===== config.mk =====
export PLATFORM = sky130hd
export DESIGN_NAME = cao_counter_array
export DESIGN_NICKNAME = d
export VERILOG_FILES = /design/src/rtl/cao_counter_array.v
export VERILOG_INCLUDE_DIRS = /design/src /design/src/rtl
export SDC_FILE = /design/constraint.sdc
export NUM_CORES = 1
export LEC_CHECK = 0
export ABC_AREA = 1
export BUFFER_PORTS_ARGS = -buffer_cell sky130_fd_sc_hd__buf_4
export CAP_MARGIN = 20
export CORE_MARGIN = 2
export CORE_UTILIZATION = 40
export CTS_CLUSTER_DIAMETER = 80
export DETAILED_ROUTE_END_ITERATION = 10
export GPL_TIMING_DRIVEN = 0
export HOLD_SLACK_MARGIN = 0.15
export MAX_ROUTING_LAYER = met4
export SLEW_MARGIN = 40
export SYNTH_ARGS = -nofsm -noshare
export SYNTH_HDL_FRONTEND = slang
export SYNTH_SLANG_ARGS = --single-unit

===== constraint.sdc =====
create_clock -name clock -period 6.7 [get_ports clock]
set_input_delay 0.67 -clock clock [delete_from_list [all_inputs] [get_ports clock]]
set_output_delay 0.67 -clock clock [all_outputs]
set_load 0.01 [all_outputs]

===== src/rtl/cao_regs.vh =====
`ifndef CAO_REGS_VH
`define CAO_REGS_VH
// byte addresses of the registers on the AXI4-Lite bus
`define CAO_ADDR_CTRL     8'h00
`define CAO_ADDR_MODE     8'h04
`define CAO_ADDR_CNT_LO   8'h08
`define CAO_ADDR_CNT_HI   8'h0C
`define CAO_ADDR_CPM0     8'h10
`define CAO_ADDR_CPL0     8'h14
`define CAO_ADDR_CPH0     8'h18
`define CAO_ADDR_CPM1     8'h1C
`define CAO_ADDR_CPL1     8'h20
`define CAO_ADDR_CPH1     8'h24
`define CAO_ADDR_CPM2     8'h28
`define CAO_ADDR_CPL2     8'h2C
`define CAO_ADDR_CPH2     8'h30
`define CAO_ADDR_STAT     8'h34
// counter_control_reg fields
`define CAO_CTRL_OVF      7
`define CAO_CTRL_RUN      6
// counter_mode_reg fields
`define CAO_MODE_IDLE     7
`define CAO_MODE_WDT_ENABLE_BIT     6
`define CAO_MODE_WDT_LOCK_BIT    5
`define CAO_MODE_TB_HI    3
`define CAO_MODE_TB_LO    1
`define CAO_MODE_OVF_IE   0
`define CAO_MODE_RESET    8'h40
// capcomp_mode_reg fields
`define CAO_CPM_WIDE      7
`define CAO_CPM_ECOM      6
`define CAO_CPM_CAPP      5
`define CAO_CPM_CAPN      4
`define CAO_CPM_MAT       3
`define CAO_CPM_TOG       2
`define CAO_CPM_PWM       1
`define CAO_CPM_IE        0
// timebase selections and dividers
`define CAO_TB_DIV12      3'h0
`define CAO_TB_DIV4       3'h1
`define CAO_TB_T0         3'h2
`define CAO_TB_EXT        3'h3
`define CAO_TB_SYS        3'h4
`define CAO_TB_EXT8       3'h5
`define CAO_DIV12_LAST    4'hB
`define CAO_DIV4_LAST     4'h3
`define CAO_DIV8_LAST     3'h7
// bus responses
`define CAO_RESP_OKAY     2'h0
`define CAO_RESP_SLVERR   2'h2
`endif


===== src/rtl/cao_counter_array.v =====
`timescale 1ns/1ns
`include "cao_regs.vh"
module cao_counter_array (
  input  wire        clock,
  input  wire        reset,
  input  wire [7:0]  s_axi_awaddr,
  input  wire        s_axi_awvalid,
  output reg         s_axi_awready,
  input  wire [31:0] s_axi_wdata,
  input  wire [3:0]  s_axi_wstrb,
  input  wire        s_axi_wvalid,
  output reg         s_axi_wready,
  output reg  [1:0]  s_axi_bresp,
  output reg         s_axi_bvalid,
  input  wire        s_axi_bready,
  input  wire [7:0]  s_axi_araddr,
  input  wire        s_axi_arvalid,
  output reg         s_axi_arready,
  output reg  [31:0] s_axi_rdata,
  output reg  [1:0]  s_axi_rresp,
  output reg         s_axi_rvalid,
  input  wire        s_axi_rready,
  input  wire        timer0_overflow,
  input  wire        ext_count_pin,
  input  wire        ext_osc_clock,
  input  wire        cpu_idle,
  output reg  [2:0]  compare_output_pin,
  output reg         wdt_reset_r
);
  // ==========================================================
  // state
  // ==========================================================
  reg  [7:0]  ctrl_r;
  reg  [7:0]  mode_r;
  reg  [15:0] cnt_r;
  reg  [7:0]  cpm_r [0:2];
  reg  [7:0]  cpl_r [0:2];
  reg  [7:0]  cph_r [0:2];
  reg  [2:0]  hs_prev_r;
  reg  [3:0]  div_r;
  reg  [2:0]  div8_r;
  reg  [1:0]  eci_sync_r;
  reg         eci_last_r;
  reg  [1:0]  t0_sync_r;
  reg  [1:0]  osc_sync_r;
  reg         osc_last_r;
  reg  [1:0]  idle_sync_r;
  reg         aw_hold_r;
  reg         w_hold_r;
  reg  [7:0]  aw_addr_r;
  reg  [7:0]  w_data_r;
  reg         w_strb_r;
  integer     i;
  integer     j;

  wire wdt_on   = mode_r[`CAO_MODE_WDT_ENABLE_BIT] | mode_r[`CAO_MODE_WDT_LOCK_BIT];
  wire cnt_run  = ctrl_r[`CAO_CTRL_RUN] | wdt_on;
  wire idle_hold = mode_r[`CAO_MODE_IDLE] & idle_sync_r[1];
  wire [2:0] tb = mode_r[`CAO_MODE_TB_HI:`CAO_MODE_TB_LO];
  reg  tb_src;

  // ==========================================================
  // timebase
  // ==========================================================
  always @* begin
    // reserved timebase codes leave the counter stopped
    case (tb)
      `CAO_TB_DIV12: tb_src = (div_r == `CAO_DIV12_LAST);
      `CAO_TB_DIV4:  tb_src = (div_r[1:0] == `CAO_DIV4_LAST);
      `CAO_TB_T0:    tb_src = t0_sync_r[1];
      `CAO_TB_EXT:   tb_src = eci_last_r & ~eci_sync_r[1];
      `CAO_TB_SYS:   tb_src = 1'b1;
      `CAO_TB_EXT8:  tb_src = (div8_r == `CAO_DIV8_LAST) & osc_sync_r[1] & ~osc_last_r;
      default:       tb_src = 1'b0;
    endcase
  end
  wire tick = tb_src & cnt_run & ~idle_hold;
  wire lo_wrap  = tick & (cnt_r[7:0] == 8'hFF);
  wire ovf_16   = tick & (cnt_r == 16'hFFFF);
  // the pins are registered, so PWM edges are decided from the value the
  // counter is about to take; the pin then changes together with the count
  wire [7:0]  cnt_lo_nxt = cnt_r[7:0] + 8'h01;
  wire [15:0] cnt_nxt    = cnt_r + 16'h0001;

  // ==========================================================
  // per-module compare results
  // ==========================================================
  wire [2:0] hit16;
  wire [2:0] hit16_nxt;
  wire [2:0] hit8_nxt;
  genvar g;
  generate
    for (g = 0; g < 3; g = g + 1) begin : cmp
      wire [15:0] word = {cph_r[g], cpl_r[g]};
      assign hit16[g]     = (cnt_r == word);
      assign hit16_nxt[g] = (cnt_nxt == word);
      assign hit8_nxt[g]  = (cnt_lo_nxt == cpl_r[g]);
    end
  endgenerate

  // ==========================================================
  // bus write decode
  // ==========================================================
  // a write lands once both channels are held and no answer is pending
  wire wr_go = aw_hold_r & w_hold_r & ~s_axi_bvalid;
  wire wr_en = wr_go & w_strb_r;
  wire [7:0] wa = aw_addr_r;
  wire [7:0] wd = w_data_r;
  wire wa_ok = (wa[1:0] == 2'b00) & (wa <= `CAO_ADDR_STAT);

  // watchdog expiry and forced reset
  wire [15:0] cmp2 = {cph_r[2], cpl_r[2]};
  wire wdt_hit = wdt_on & lo_wrap & (cph_r[2] == cnt_r[15:8]);
  // forcing needs the watchdog running; the flag bit itself is written anyway
  wire wdt_force = wdt_on & wr_en & (wa == `CAO_ADDR_CTRL) & wd[2];

  always @(posedge clock) begin
    if (reset) begin
      div_r       <= 4'h0;
      div8_r      <= 3'h0;
      eci_sync_r  <= 2'h0;
      eci_last_r  <= 1'b0;
      t0_sync_r   <= 2'h0;
      osc_sync_r  <= 2'h0;
      osc_last_r  <= 1'b0;
      idle_sync_r <= 2'h0;
    end else begin
      div_r       <= (div_r == `CAO_DIV12_LAST) ? 4'h0 : div_r + 4'h1;
      eci_sync_r  <= {eci_sync_r[0], ext_count_pin};
      eci_last_r  <= eci_sync_r[1];
      t0_sync_r   <= {t0_sync_r[0], timer0_overflow};
      osc_sync_r  <= {osc_sync_r[0], ext_osc_clock};
      osc_last_r  <= osc_sync_r[1];
      idle_sync_r <= {idle_sync_r[0], cpu_idle};
      // the oscillator prescaler advances on synchronised rising edges only
      if (osc_sync_r[1] & ~osc_last_r)
        div8_r <= div8_r + 3'h1;
    end
  end

  // ==========================================================
  // counter, control and mode registers
  // ==========================================================
  always @(posedge clock) begin
    if (reset) begin
      ctrl_r      <= 8'h00;
      mode_r      <= `CAO_MODE_RESET;
      cnt_r       <= 16'h0000;
      wdt_reset_r <= 1'b0;
    end else begin
      wdt_reset_r <= wdt_hit | wdt_force;
      if (tick)
        cnt_r <= cnt_nxt;
      if (wr_en & ~wdt_on & (wa == `CAO_ADDR_CNT_LO))
        cnt_r[7:0] <= wd;
      if (wr_en & ~wdt_on & (wa == `CAO_ADDR_CNT_HI))
        cnt_r[15:8] <= wd;
      if (wr_en & (wa == `CAO_ADDR_MODE)) begin
        if (~wdt_on) begin
          // bit 4 is unused and always reads zero
          mode_r <= wd & 8'hEF;
        end else if (~mode_r[`CAO_MODE_WDT_LOCK_BIT]) begin
          // only the enable and lock bits may be written while running
          mode_r[`CAO_MODE_WDT_ENABLE_BIT]  <= wd[`CAO_MODE_WDT_ENABLE_BIT];
          mode_r[`CAO_MODE_WDT_LOCK_BIT] <= wd[`CAO_MODE_WDT_LOCK_BIT];
        end
      end
      // flags: hardware set wins over software clear
      if (wr_en & (wa == `CAO_ADDR_CTRL))
        // reserved control bits read back as zero
        ctrl_r <= {wd[7:6], 3'b000, wd[2:0]};
      if (ovf_16)
        ctrl_r[`CAO_CTRL_OVF] <= 1'b1;
      for (j = 0; j < 3; j = j + 1)
        if (tick & cpm_r[j][`CAO_CPM_MAT] & cpm_r[j][`CAO_CPM_ECOM] & hit16[j])
          ctrl_r[j] <= 1'b1;
    end
  end

  // ==========================================================
  // compare modules
  // ==========================================================
  always @(posedge clock) begin
    if (reset) begin
      for (i = 0; i < 3; i = i + 1) begin
        cpm_r[i] <= 8'h00;
        cpl_r[i] <= 8'h00;
        cph_r[i] <= 8'h00;
      end
      compare_output_pin <= 3'b000;
      hs_prev_r          <= 3'b000;
    end else begin
      for (i = 0; i < 3; i = i + 1) begin : mod
        reg ecom;
        reg tog;
        reg pwm;
        reg mat;
        reg hs;
        ecom = cpm_r[i][`CAO_CPM_ECOM];
        tog  = cpm_r[i][`CAO_CPM_TOG];
        pwm  = cpm_r[i][`CAO_CPM_PWM];
        mat  = cpm_r[i][`CAO_CPM_MAT];
        if (i == 2 && wdt_on) begin
          // software-timer behaviour only; pin held
          pwm = 1'b0;
          tog = 1'b0;
        end
        hs = ecom & tog & mat & ~pwm;
        // any entry into high-speed mode, a re-entry too, restarts the pin at 1
        hs_prev_r[i] <= hs;
        if (hs & ~hs_prev_r[i]) begin
          compare_output_pin[i] <= 1'b1;
        end else if (hs) begin
          if (tick & hit16[i])
            compare_output_pin[i] <= ~compare_output_pin[i];
        end else if (ecom & tog & pwm) begin
          if (tick & (cnt_r[7:0] == cpl_r[i])) begin
            compare_output_pin[i] <= ~compare_output_pin[i];
            // a zero step wraps the low byte onto itself: 256 ticks
            cpl_r[i] <= cpl_r[i] + cph_r[i];
          end
        end else if (pwm & ~cpm_r[i][`CAO_CPM_WIDE]) begin
          if (lo_wrap) begin
            // the reload applies from count 0x00, so a zero high byte
            // keeps the pin high straight across the wrap
            compare_output_pin[i] <= (cph_r[i] == 8'h00);
            cpl_r[i] <= cph_r[i];
          end else if (ecom & tick & hit8_nxt[i]) begin
            compare_output_pin[i] <= 1'b1;
          end
        end else if (pwm) begin
          if (ovf_16) begin
            // same for a zero word: the pin never drops
            compare_output_pin[i] <= (cph_r[i] == 8'h00) & (cpl_r[i] == 8'h00);
          end else if (ecom & tick & hit16_nxt[i]) begin
            compare_output_pin[i] <= 1'b1;
          end
        end
        if (pwm & ~ecom)
          compare_output_pin[i] <= 1'b0;
        // byte writes; the side effects on compare_enable hold except for module 2 while the watchdog runs
        if (wr_en && wa == `CAO_ADDR_CPM0 + 8'h0C * i[7:0] &&
            !(i == 2 && wdt_on))
          cpm_r[i] <= wd;
        if (wr_en && wa == `CAO_ADDR_CPL0 + 8'h0C * i[7:0]) begin
          cpl_r[i] <= wd;
          if (!(i == 2 && wdt_on))
            cpm_r[i][`CAO_CPM_ECOM] <= 1'b0;
        end
        if (wr_en && wa == `CAO_ADDR_CPH0 + 8'h0C * i[7:0]) begin
          if (i == 2 && wdt_on) begin
            cph_r[i] <= cnt_r[15:8] + cpl_r[i];
          end else begin
            cph_r[i] <= wd;
            cpm_r[i][`CAO_CPM_ECOM] <= 1'b1;
          end
        end
      end
    end
  end

  // ==========================================================
  // AXI4-Lite slave
  // ==========================================================
  always @(posedge clock) begin
    if (reset) begin
      s_axi_awready <= 1'b1;
      s_axi_wready  <= 1'b1;
      s_axi_bvalid  <= 1'b0;
      s_axi_bresp   <= `CAO_RESP_OKAY;
      aw_hold_r     <= 1'b0;
      w_hold_r      <= 1'b0;
      aw_addr_r     <= 8'h00;
      w_data_r      <= 8'h00;
      w_strb_r      <= 1'b0;
    end else begin
      if (s_axi_awvalid & s_axi_awready) begin
        aw_hold_r     <= 1'b1;
        aw_addr_r     <= s_axi_awaddr;
        s_axi_awready <= 1'b0;
      end
      if (s_axi_wvalid & s_axi_wready) begin
        w_hold_r     <= 1'b1;
        w_data_r     <= s_axi_wdata[7:0];
        w_strb_r     <= s_axi_wstrb[0];
        s_axi_wready <= 1'b0;
      end
      if (wr_go) begin
        s_axi_bvalid <= 1'b1;
        s_axi_bresp  <= wa_ok ? `CAO_RESP_OKAY : `CAO_RESP_SLVERR;
        aw_hold_r    <= 1'b0;
        w_hold_r     <= 1'b0;
      end
      if (s_axi_bvalid & s_axi_bready) begin
        s_axi_bvalid  <= 1'b0;
        s_axi_awready <= 1'b1;
        s_axi_wready  <= 1'b1;
      end
    end
  end

  // read data is taken from the address while arready is high
  reg [7:0] rd_byte;
  reg       rd_ok;
  always @* begin
    rd_ok = 1'b1;
    case (s_axi_araddr)
      `CAO_ADDR_CTRL:   rd_byte = ctrl_r;
      `CAO_ADDR_MODE:   rd_byte = mode_r;
      `CAO_ADDR_CNT_LO: rd_byte = cnt_r[7:0];
      `CAO_ADDR_CNT_HI: rd_byte = cnt_r[15:8];
      `CAO_ADDR_CPM0:   rd_byte = cpm_r[0];
      `CAO_ADDR_CPL0:   rd_byte = cpl_r[0];
      `CAO_ADDR_CPH0:   rd_byte = cph_r[0];
      `CAO_ADDR_CPM1:   rd_byte = cpm_r[1];
      `CAO_ADDR_CPL1:   rd_byte = cpl_r[1];
      `CAO_ADDR_CPH1:   rd_byte = cph_r[1];
      `CAO_ADDR_CPM2:   rd_byte = cpm_r[2];
      `CAO_ADDR_CPL2:   rd_byte = cpl_r[2];
      `CAO_ADDR_CPH2:   rd_byte = cph_r[2];
      `CAO_ADDR_STAT:   rd_byte = {4'h0, wdt_on, compare_output_pin};
      default: begin
        rd_byte = 8'h00;
        rd_ok   = 1'b0;
      end
    endcase
  end

  always @(posedge clock) begin
    if (reset) begin
      s_axi_arready <= 1'b1;
      s_axi_rvalid  <= 1'b0;
      s_axi_rdata   <= 32'h00000000;
      s_axi_rresp   <= `CAO_RESP_OKAY;
    end else begin
      if (s_axi_arvalid & s_axi_arready) begin
        s_axi_arready <= 1'b0;
        s_axi_rvalid  <= 1'b1;
        s_axi_rdata   <= {24'h000000, rd_byte};
        s_axi_rresp   <= rd_ok ? `CAO_RESP_OKAY : `CAO_RESP_SLVERR;
      end
      if (s_axi_rvalid & s_axi_rready) begin
        s_axi_rvalid  <= 1'b0;
        s_axi_arready <= 1'b1;
      end
    end
  end

  wire unused_ok = ^cmp2;
endmodule


==> results of run 1 <==
==> how the worst min path moves through the flow <==
stage	slack, ns	to	start
2_1_floorplan	0.39	eci_sync_r[1]$_SDFF_PP0_	eci_sync_r[0]$_SDFF_PP0_
3_3_place_gp	0.39	eci_sync_r[1]$_SDFF_PP0_	eci_sync_r[0]$_SDFF_PP0_
3_5_place_dp	0.40	idle_sync_r[1]$_SDFF_PP0_	idle_sync_r[0]$_SDFF_PP0_
4_1_cts	0.41	t0_sync_r[1]$_SDFF_PP0_	t0_sync_r[0]$_SDFF_PP0_
5_1_grt	0.42	t0_sync_r[1]$_SDFF_PP0_	t0_sync_r[0]$_SDFF_PP0_
6_report	0.40	idle_sync_r[1]$_SDFF_PP0_	idle_sync_r[0]$_SDFF_PP0_
==> critical path, cell delays in order (launching register included) <==
cell and delay, ns:
dfxtp_1 0.35, ha_1 0.16, ha_1 0.14, nand2_1 0.05
o21bai_1 0.27, nand4_4 0.36, nor2_8 0.36, nand2_4 0.19
o21ai_2 0.36, inv_2 0.14, nand3_1 0.36
==> cells in the mapped netlist (7+ instances only) <==
master / number / share of area [%]
o21ai_1: 15 / 0.68
edfxtp_1: 72 / 20
nor3_1: 17 / 0.77
o22ai_1: 28 / 1.6
inv_2: 8 / 0.27
nor4_1: 7 / 0.40
xor2_1: 52 / 4.1
clkbuf_1: 19 / 0.65
inv_1: 184 / 6.3
buf_2: 9 / 0.41
nand3_1: 108 / 4.9
nor2_1: 179 / 6.1
nand2_1: 334 / 11
nand2_2: 7 / 0.40
o21ai_0: 93 / 4.2
a31oi_1: 14 / 0.79
dfxtp_1: 86 / 16
nand4_1: 25 / 1.4
ha_1: 32 / 3.6
xnor2_1: 19 / 1.5
buf_4: 36 / 2.5
o21ai_2: 8 / 0.64
a21oi_1: 96 / 4.4
==> final cells by class <==
cell class | instances | share of cell area (%)
tap | 341 | 3.392
timing repair buffer | 54 | 3.223
buffer | 67 | 3.312
clock buffer | 17 | 3.382
sequential | 158 | 30.87
clock inverter | 15 | 1.621
multi-input combinational | 1140 | 48.38
inverter | 195 | 5.819
==> sequential cells by signal (all words and copies together) (netlist names), 4 cells and up <==
| register | cells |
|---|---|
| cph_r | 24 |
| cpm_r | 24 |
| w_data_r | 8 |
| cpl_r | 24 |
| s_axi_rdata | 8 |
| mode_r | 7 |
| ctrl_r | 5 |
| div_r | 4 |
| aw_addr_r | 8 |
| cnt_r | 16 |
==> power groups by stage <==
stage	registers, µW	clock network [µW]	logic (µW)
2_1_floorplan	1090	0	166
5_1_grt	1100	1110	280
3_5_place_dp	1120	0	247
6_report	1100	1070	250
4_1_cts	1100	1070	248
3_3_place_gp	1120	0	245
==> cells by family after synthesis <==
group	after synthesis	synth area share, %
simple gates	717	29.29
compound gates	290	15.04
buf+inv	262	10.39
flops	158	35.24
xor+xnor	71	5.643
fa+ha+maj	36	4.360
other cells	1	0.03403
==> layout by cell type, fill, tap and decap left out, types with 8 or more instances in the layout <==
cell type    n
a21oi_1     96
a31oi_1     14
buf_2        9
buf_4       90
clkbuf_1    16
clkbuf_16   17
conb_1      26
dfxtp_1     86
edfxtp_1    72
ha_1        32
inv_1      184
inv_2        8
nand2_1    334
nand3_1    108
nand4_1     25
nor2_1     179
nor3_1      17
o21ai_0     93
o21ai_1     15
o21ai_2      8
o22ai_1     28
xnor2_1     19
xor2_1      52
==> per-stage QoR <==
step                      total power, µW  cell area, µm²  cells  utilization [%]  hold slack, ns
after floorplan                      1252           11110   1560                -          0.3883
final                                2422           12580   1987            46.55          0.4042
after global placement               1363           11950   1955            44.20          0.3910
after CTS                            2411           12580   1987            46.54          0.4059
after detailed placement             1365           11950   1955            44.21          0.3954
after global routing                 2490           12580   1987            46.55          0.4215
==> routing by layer <==
metal / vias up / wire length (µm) / GRT usage (%) / part of all wire, %
met2: 579 / 19560 / 48.94 / 43
met3: 106 / 4570 / 6.512 / 10
met1: 5218 / 19260 / 43.17 / 42
li1: 5260 / - / - / -
met5: - / 0 / - / 0
met4: 0 / 2313 / 15.05 / 5.1
==> metrics.cfg, run 1 <==
[power_and_ir_drop]
p_clk_share_pct = 44.2
powerDensity_nw_per_um2 = 192.5
comb_power_share_pct = 10.3
ir_worst_vdd_mv = 0.1368
switchingPower_uw = 771.3
pwr-share-seq_pct = 45.5
switching_share_pct = 31.85
power_leakage_uw = 0.005662
p_int_uw = 1650

[setup_path]
r2r_start = div8_r[0]$_SDFFE_PP0P_
crit_path_start_kind = register
r2r_setup_slack_ns = 3.60
rr_worst_depth = 10
cp-endpoint = cpl_r[2][7]$_DFFE_PP_
startpoint = div8_r[0]$_SDFFE_PP0P_
path_max_fanout = 9
critPathArrivalTime_ns = 3.18
worstSetupEndpointType = register
r2r_end = cpl_r[2][7]$_DFFE_PP_
cp.required_ns = 6.79
worstSetupPathType = reg -> reg

[sta]
skew_ns = 0.02070
rsz0062_at_grt = no
hold_viol = 0
fmaxAchievable_mhz = 323.1
timing.final.crit_period_ns = 3.095
worst_slack_ns = 3.605
worst_slew_pin_slew_ns = 0.8616
fin_setup_tns_ns = 0
finalSetupViolations = 0
fin_crit_sh_pct = 46.20
drv_slew = 0
slew-limit-headroom_pct = 42.56

[detailed_routing]
num_vias = 11160
antenna_left = 0
first_pass_iters = 7
wl_per_cell_um = 23.00
drcViolationCount = 0
routed_wl_um = 45700
routed_via_density = 5.618
first_iter_violations = 1148

[global_routing]
grt_usage_pct = 32.88
grt_pass1_wl_um = 66590
antenna_found_initial = 0
grt_pass1_vias = 10250
gr-total-overflow = 0
grt_max_degree = 21

[cells_and_area]
final_nets = 1732
regArea_um2 = 3884
multi_input_comb_area_um2 = 6086
syn_to_final_growth_pct = 14.15
drive_gt1_share_pct = 12.09
diodes = 0
nFillCells = 2794

[logic_synthesis]
avgSynthCellArea_um2 = 7.180
ys_warn_count = 0
syn_area_um2 = 11020
synth-async-reset-ratio_pct = 0
ys_seq_area_share_pct = 35.24
ys_ff_latch = 158
synth_edf_count = 72
yosysUniqueCellTypes = 58
syn_inst = 1535
synth_ff_type = dfxtp_1

[clock_network]
post_cts_buffers = 0
root_buffer = clkbuf_16
cts_made_buffers = 17
insertion_delay_ns = 0.45
cts_hold_buf = 0
clock-sinks = 158
cts_tree = yes
cts_buffer_depth = 2
cts_resized = 0
clkTransAtPathRegs_ns = 0.08
cts.htree.levels = 4

[placement]
post-place-ws_ns = 3.531
place_congestion = 1.046
io_buffers = 54
hpwl_um = 35840

[hold_path]
hold_depth = 2
hold_path.class = reg -> reg

[floorplanning]
ios = 108
dieArea_um2 = 28890
start_util_pct = 40.78
die_height_um = 170.0
chipWidth_um = 170.0
core_um2 = 27030
rows = 60

[outcome]
status = complete, no violations

[job]
cap_violations = 0

(Power assumes the default switching activity.)
==> run 2: changes to the inputs <==
- clock period: 6.7 -> 2.97 ns (I/O delays scaled with it)
==> metrics.cfg, run 2 (same netlist as run 1, synthesis figures left out) <==
[outcome]
status = complete, no violations

[hold_path]
hold_path.class = in -> reg

[power_and_ir_drop]
finalPower_uw = 5481
power_leakage_uw = 0.005759
ir_worst_vdd_mv = 0.3077
powerDensity_nw_per_um2 = 428.1

[detailed_routing]
routed_via_density = 5.585
routed_wl_um = 46000
first_iter_violations = 1138
wl_per_cell_um = 22.90
num_vias = 11220
drcViolationCount = 0
first_pass_iters = 5
antenna_left = 0

[floorplanning]
start_util_pct = 40.78
die_height_um = 170.0
ios = 108
rows = 60
chipWidth_um = 170.0
dieArea_um2 = 28890
core_um2 = 27030

[cells_and_area]
layout_commonest_cell = nand2_1
drive_gt1_share_pct = 12.17
finish.instance_area_um2 = 12800
reg.largest.list = cph_r (24), cpl_r (24), cpm_r (24)
final_nets = 1754
final_cell_mix = 334 x nand2_1, 184 x inv_1, 179 x nor2_1
fin_util_pct = 47.38
syn_to_final_growth_pct = 16.19
diodes = 0

[setup_path]
worstSetupEndpointType = register
worstSetupPathType = reg -> reg
path_max_fanout = 9
crit_path_start_kind = register
critPathArrivalTime_ns = 2.99
cp.required_ns = 3.10

[placement]
dpl_cell_area_um2 = 11950
place_congestion = 1.046
io_buffers = 54
hpwl_um = 35840
post-place-ws_ns = -0.07554

[sta]
drv_slew = 0
rsz0062_at_grt = no
timing.final.crit_period_ns = 2.860
worst_slew_pin_slew_ns = 0.8852
finalSetupViolations = 0
skew_ns = 0.01635
slew-limit-headroom_pct = 40.99
hold_viol = 0
fin_crit_sh_pct = 96.28
fmaxAchievable_mhz = 349.7
worst_slack_ns = 0.1103
hold_slack_ns = 0.1500

[global_routing]
grt_max_degree = 21
grt_usage_pct = 32.99
antenna_found_initial = 0
gr-total-overflow = 0
grt_pass1_wl_um = 66900
grt_pass1_vias = 10340

[job]
cap_violations = 0

[clock_network]
clkTransAtPathRegs_ns = 0.08
cts_made_buffers = 17
cts_buffer_depth = 2
root_buffer = clkbuf_16
cts_tree = yes
insertion_delay_ns = 0.45
clock-sinks = 158
cts.htree.levels = 4

## run 2: cell count changes in the layout (fill, tap and decap cells not counted), sizes merged
cell,change
buf,+3
dlygate4sd3,+19
## run 2: worst paths after layout
kind                                  start                        end  slack [ns]  depth (start not counted)
setup / recovery  s_axi_bvalid$_SDFFE_PP0P_      cpm_r[1][1]$_DFFE_PP_        0.11                         11
hold / removal               s_axi_wdata[7]   w_data_r[7]$_SDFFE_PP0P_        0.15                          3
setup reg to reg  s_axi_bvalid$_SDFFE_PP0P_      cpm_r[1][1]$_DFFE_PP_        0.11                         11
hold reg to reg   idle_sync_r[0]$_SDFF_PP0_  idle_sync_r[1]$_SDFF_PP0_        0.40                          2
## run 2: what timing repair did
item                       in CTS  in global routing
hold buffers                   19                  0
gates resized for setup         1                  1
hold endpoints to repair       20                  0
buffers inserted                0                  3
setup endpoints to repair       8                 16
pin swaps                       0                  2
## run 2: metal layers
metal / GRT usage [%] / wire, µm
met2: 49.44 / 19830
met3: 6.372 / 4550
met5: - / 0
met1: 43.11 / 19270
met4: 15.16 / 2341
## run 2: per-stage QoR
step / cells / TNS (ns)
4_1_cts: 2006 / 0
3_5_place_dp: 1955 / -0.6001
3_3_place_gp: 1955 / -0.1903
6_report: 2009 / 0
2_1_floorplan: 1560 / 0
5_1_grt: 2009 / 0
## run 2: final cells by class
class	instances	area, µm²
inverter	195	732.0
clock buffer	17	425.4
multi-input combinational	1140	6098
buffer	67	416.7
tap	341	426.7
fill	2784	14220
clock inverter	15	203.9
timing repair buffer	76	618.1
sequential	158	3884
## run 2: worst max-delay path: stages (launching register included)
cell and delay [ns]:
dfxtp_1 0.37, inv_1 0.07, nand3_1 0.10, inv_1 0.09, nand2_2 0.14, nor2_1 0.10
nand2_1 0.35, inv_1 0.24, nor2_1 0.20, nand3_1 0.09, nor2_1 0.55, nor2_1 0.23
## run 2: where the power goes
group	leakage (µW)	switching, µW	total, µW	internal [µW]
sequential	0.00144	138	2480	2340
combinational	0.00401	370	586	217
clock	0.000303	1230	2410	1180
total	0.00576	1740	5480	3740
==> run 3: changes to the inputs <==
- RECOVER_POWER: default -> 25
- clock period: 2.97 -> 2.4 ns (I/O delays scaled with it)
==> metrics.cfg, run 3 (same netlist as run 1, synthesis figures left out) <==
[setup_path]
cp.required_ns = 2.75
path_max_fanout = 9
worstSetupPathType = reg -> reg
r2r_end = compare_output_pin[0]$_SDFFE_PP0P_
cp-endpoint = compare_output_pin[0]$_SDFFE_PP0P_
startpoint = cnt_r[0]$_SDFFE_PP0P_
worstSetupEndpointType = register
rr_worst_depth = 14
r2r_start = cnt_r[0]$_SDFFE_PP0P_
crit_path_start_kind = register
critPathArrivalTime_ns = 2.70
r2r_setup_slack_ns = 0.05

[clock_network]
clock-sinks = 158
cts_made_buffers = 17
root_buffer = clkbuf_16
cts_buffer_depth = 2
cts.htree.levels = 4
insertion_delay_ns = 0.45
cts_tree = yes
clkTransAtPathRegs_ns = 0.09

[power_and_ir_drop]
powerDensity_nw_per_um2 = 509.5
power_leakage_uw = 0.005961
ir_worst_vdd_mv = 0.3810

[global_routing]
grt_pass1_vias = 10360
gr-total-overflow = 0
grt_usage_pct = 33.31
grt_max_degree = 21
antenna_found_initial = 0
grt_pass1_wl_um = 67500

[floorplanning]
core_um2 = 27030
start_util_pct = 40.78
ios = 108
rows = 60
dieArea_um2 = 28890
die_height_um = 170.0
chipWidth_um = 170.0

[detailed_routing]
first_iter_violations = 1286
antenna_left = 0
first_pass_iters = 6
num_vias = 11470
drcViolationCount = 0
wl_per_cell_um = 22.84
routed_via_density = 5.597
routed_wl_um = 46800

[cells_and_area]
layout_commonest_cell = nand2_1
syn_to_final_growth_pct = 21.34
final_cell_mix = 326 x nand2_1, 184 x inv_1, 171 x nor2_1
reg.largest.list = cph_r (24), cpl_r (24), cpm_r (24)
diodes = 0
drive_gt1_share_pct = 15.22
nFillCells = 2756
final_nets = 1794

[sta]
finalSetupViolations = 0
hold_slack_ns = 0.2087
rsz0062_at_grt = yes
worst_slew_pin_slew_ns = 0.8585
timing.final.crit_period_ns = 2.349
drv_slew = 0
hold_viol = 0
worst_slack_ns = 0.05080
fin_setup_tns_ns = 0
fin_crit_sh_pct = 97.88
slew-limit-headroom_pct = 42.77
skew_ns = 0.01541
fmaxAchievable_mhz = 425.7

[job]
cap_violations = 0

[outcome]
status = complete, no violations

[placement]
post-place-ws_ns = -0.6455
hpwl_um = 35840
place_congestion = 1.046
io_buffers = 54

[hold_path]
hold_path.class = in -> reg

-- run 3: per-layer routing --
layer  global-route usage, %  up-vias  part of all wire (%)
met4                   15.24        0                   5.1
met2                   49.44      573                    43
met3                   6.535      115                   9.9
met1                   43.88     5405                    42
li1                        -     5376                     -
met5                       -        -                     0
-- run 3: worst min-delay path by stage --
stage                         startpoint                        end  slack (ns)  cells past startpoint
4_1_cts                    s_axi_awvalid  aw_addr_r[2]$_SDFFE_PP0P_        0.21                      4
2_1_floorplan              ext_count_pin   eci_sync_r[0]$_SDFF_PP0_        0.35                      2
3_3_place_gp    eci_sync_r[0]$_SDFF_PP0_   eci_sync_r[1]$_SDFF_PP0_        0.39                      2
5_1_grt                    s_axi_awvalid  aw_addr_r[2]$_SDFFE_PP0P_        0.27                      4
6_report                   s_axi_awvalid  aw_addr_r[3]$_SDFFE_PP0P_        0.21                      4
3_5_place_dp   idle_sync_r[0]$_SDFF_PP0_  idle_sync_r[1]$_SDFF_PP0_        0.40                      2
-- run 3: per-stage QoR --
| stage | area [µm²] | utilization (%) | power (µW) | cells |
|---|---|---|---|---|
| floorplan | 11110 | - | 3494 | 1560 |
| global placement | 11950 | 44.20 | 3804 | 1955 |
| detailed placement | 11950 | 44.21 | 3812 | 1955 |
| CTS | 13040 | 48.24 | 6770 | 2023 |
| global route | 13370 | 49.48 | 7010 | 2049 |
| finish | 13370 | 49.48 | 6814 | 2049 |
-- run 3: critical path: stages, from the launching register on --
cell	delay [ns]
dfxtp_4	0.38
buf_8	0.15
inv_2	0.08
nor2_4	0.21
nand3_4	0.14
nor2_8	0.21
nand3_4	0.15
nand2_4	0.12
nand4_1	0.20
nor2_1	0.19
nand2_2	0.14
nand2_1	0.11
nand3_1	0.06
nand2_1	0.06
nor2_1	0.04
-- run 3: area by class of cell --
cell class | count | area [µm²] | share of cell area [%]
clock inverters | 15 | 203.9 | 1.525
well taps | 341 | 426.7 | 3.190
plain buffers | 66 | 471.7 | 3.527
clock buffers | 17 | 425.4 | 3.181
inverters | 195 | 734.5 | 5.492
flip-flops and latches | 158 | 3895 | 29.13
repair buffers | 116 | 897.1 | 6.708
multi-input cells | 1141 | 6319 | 47.25
-- run 3: timing repair --
| action | 4_1_cts | 5_1_grt |
|---|---|---|
| setup endpoints to repair | 87 | 92 |
| hold buffers | 26 | 0 |
| hold endpoints to repair | 27 | 0 |
| resized for setup | 31 | 56 |
| pin swaps | 14 | 25 |
| gates cloned | 0 | 3 |
| setup buffers | 10 | 24 |
-- run 3: power breakdown --
part	total (µW)	leakage [µW]	switching (µW)	internal [µW]
clock network	2990	0.000303	1530	1460
registers	3070	0.00145	170	2900
logic	752	0.00421	472	280
total	6810	0.00596	2170	4640
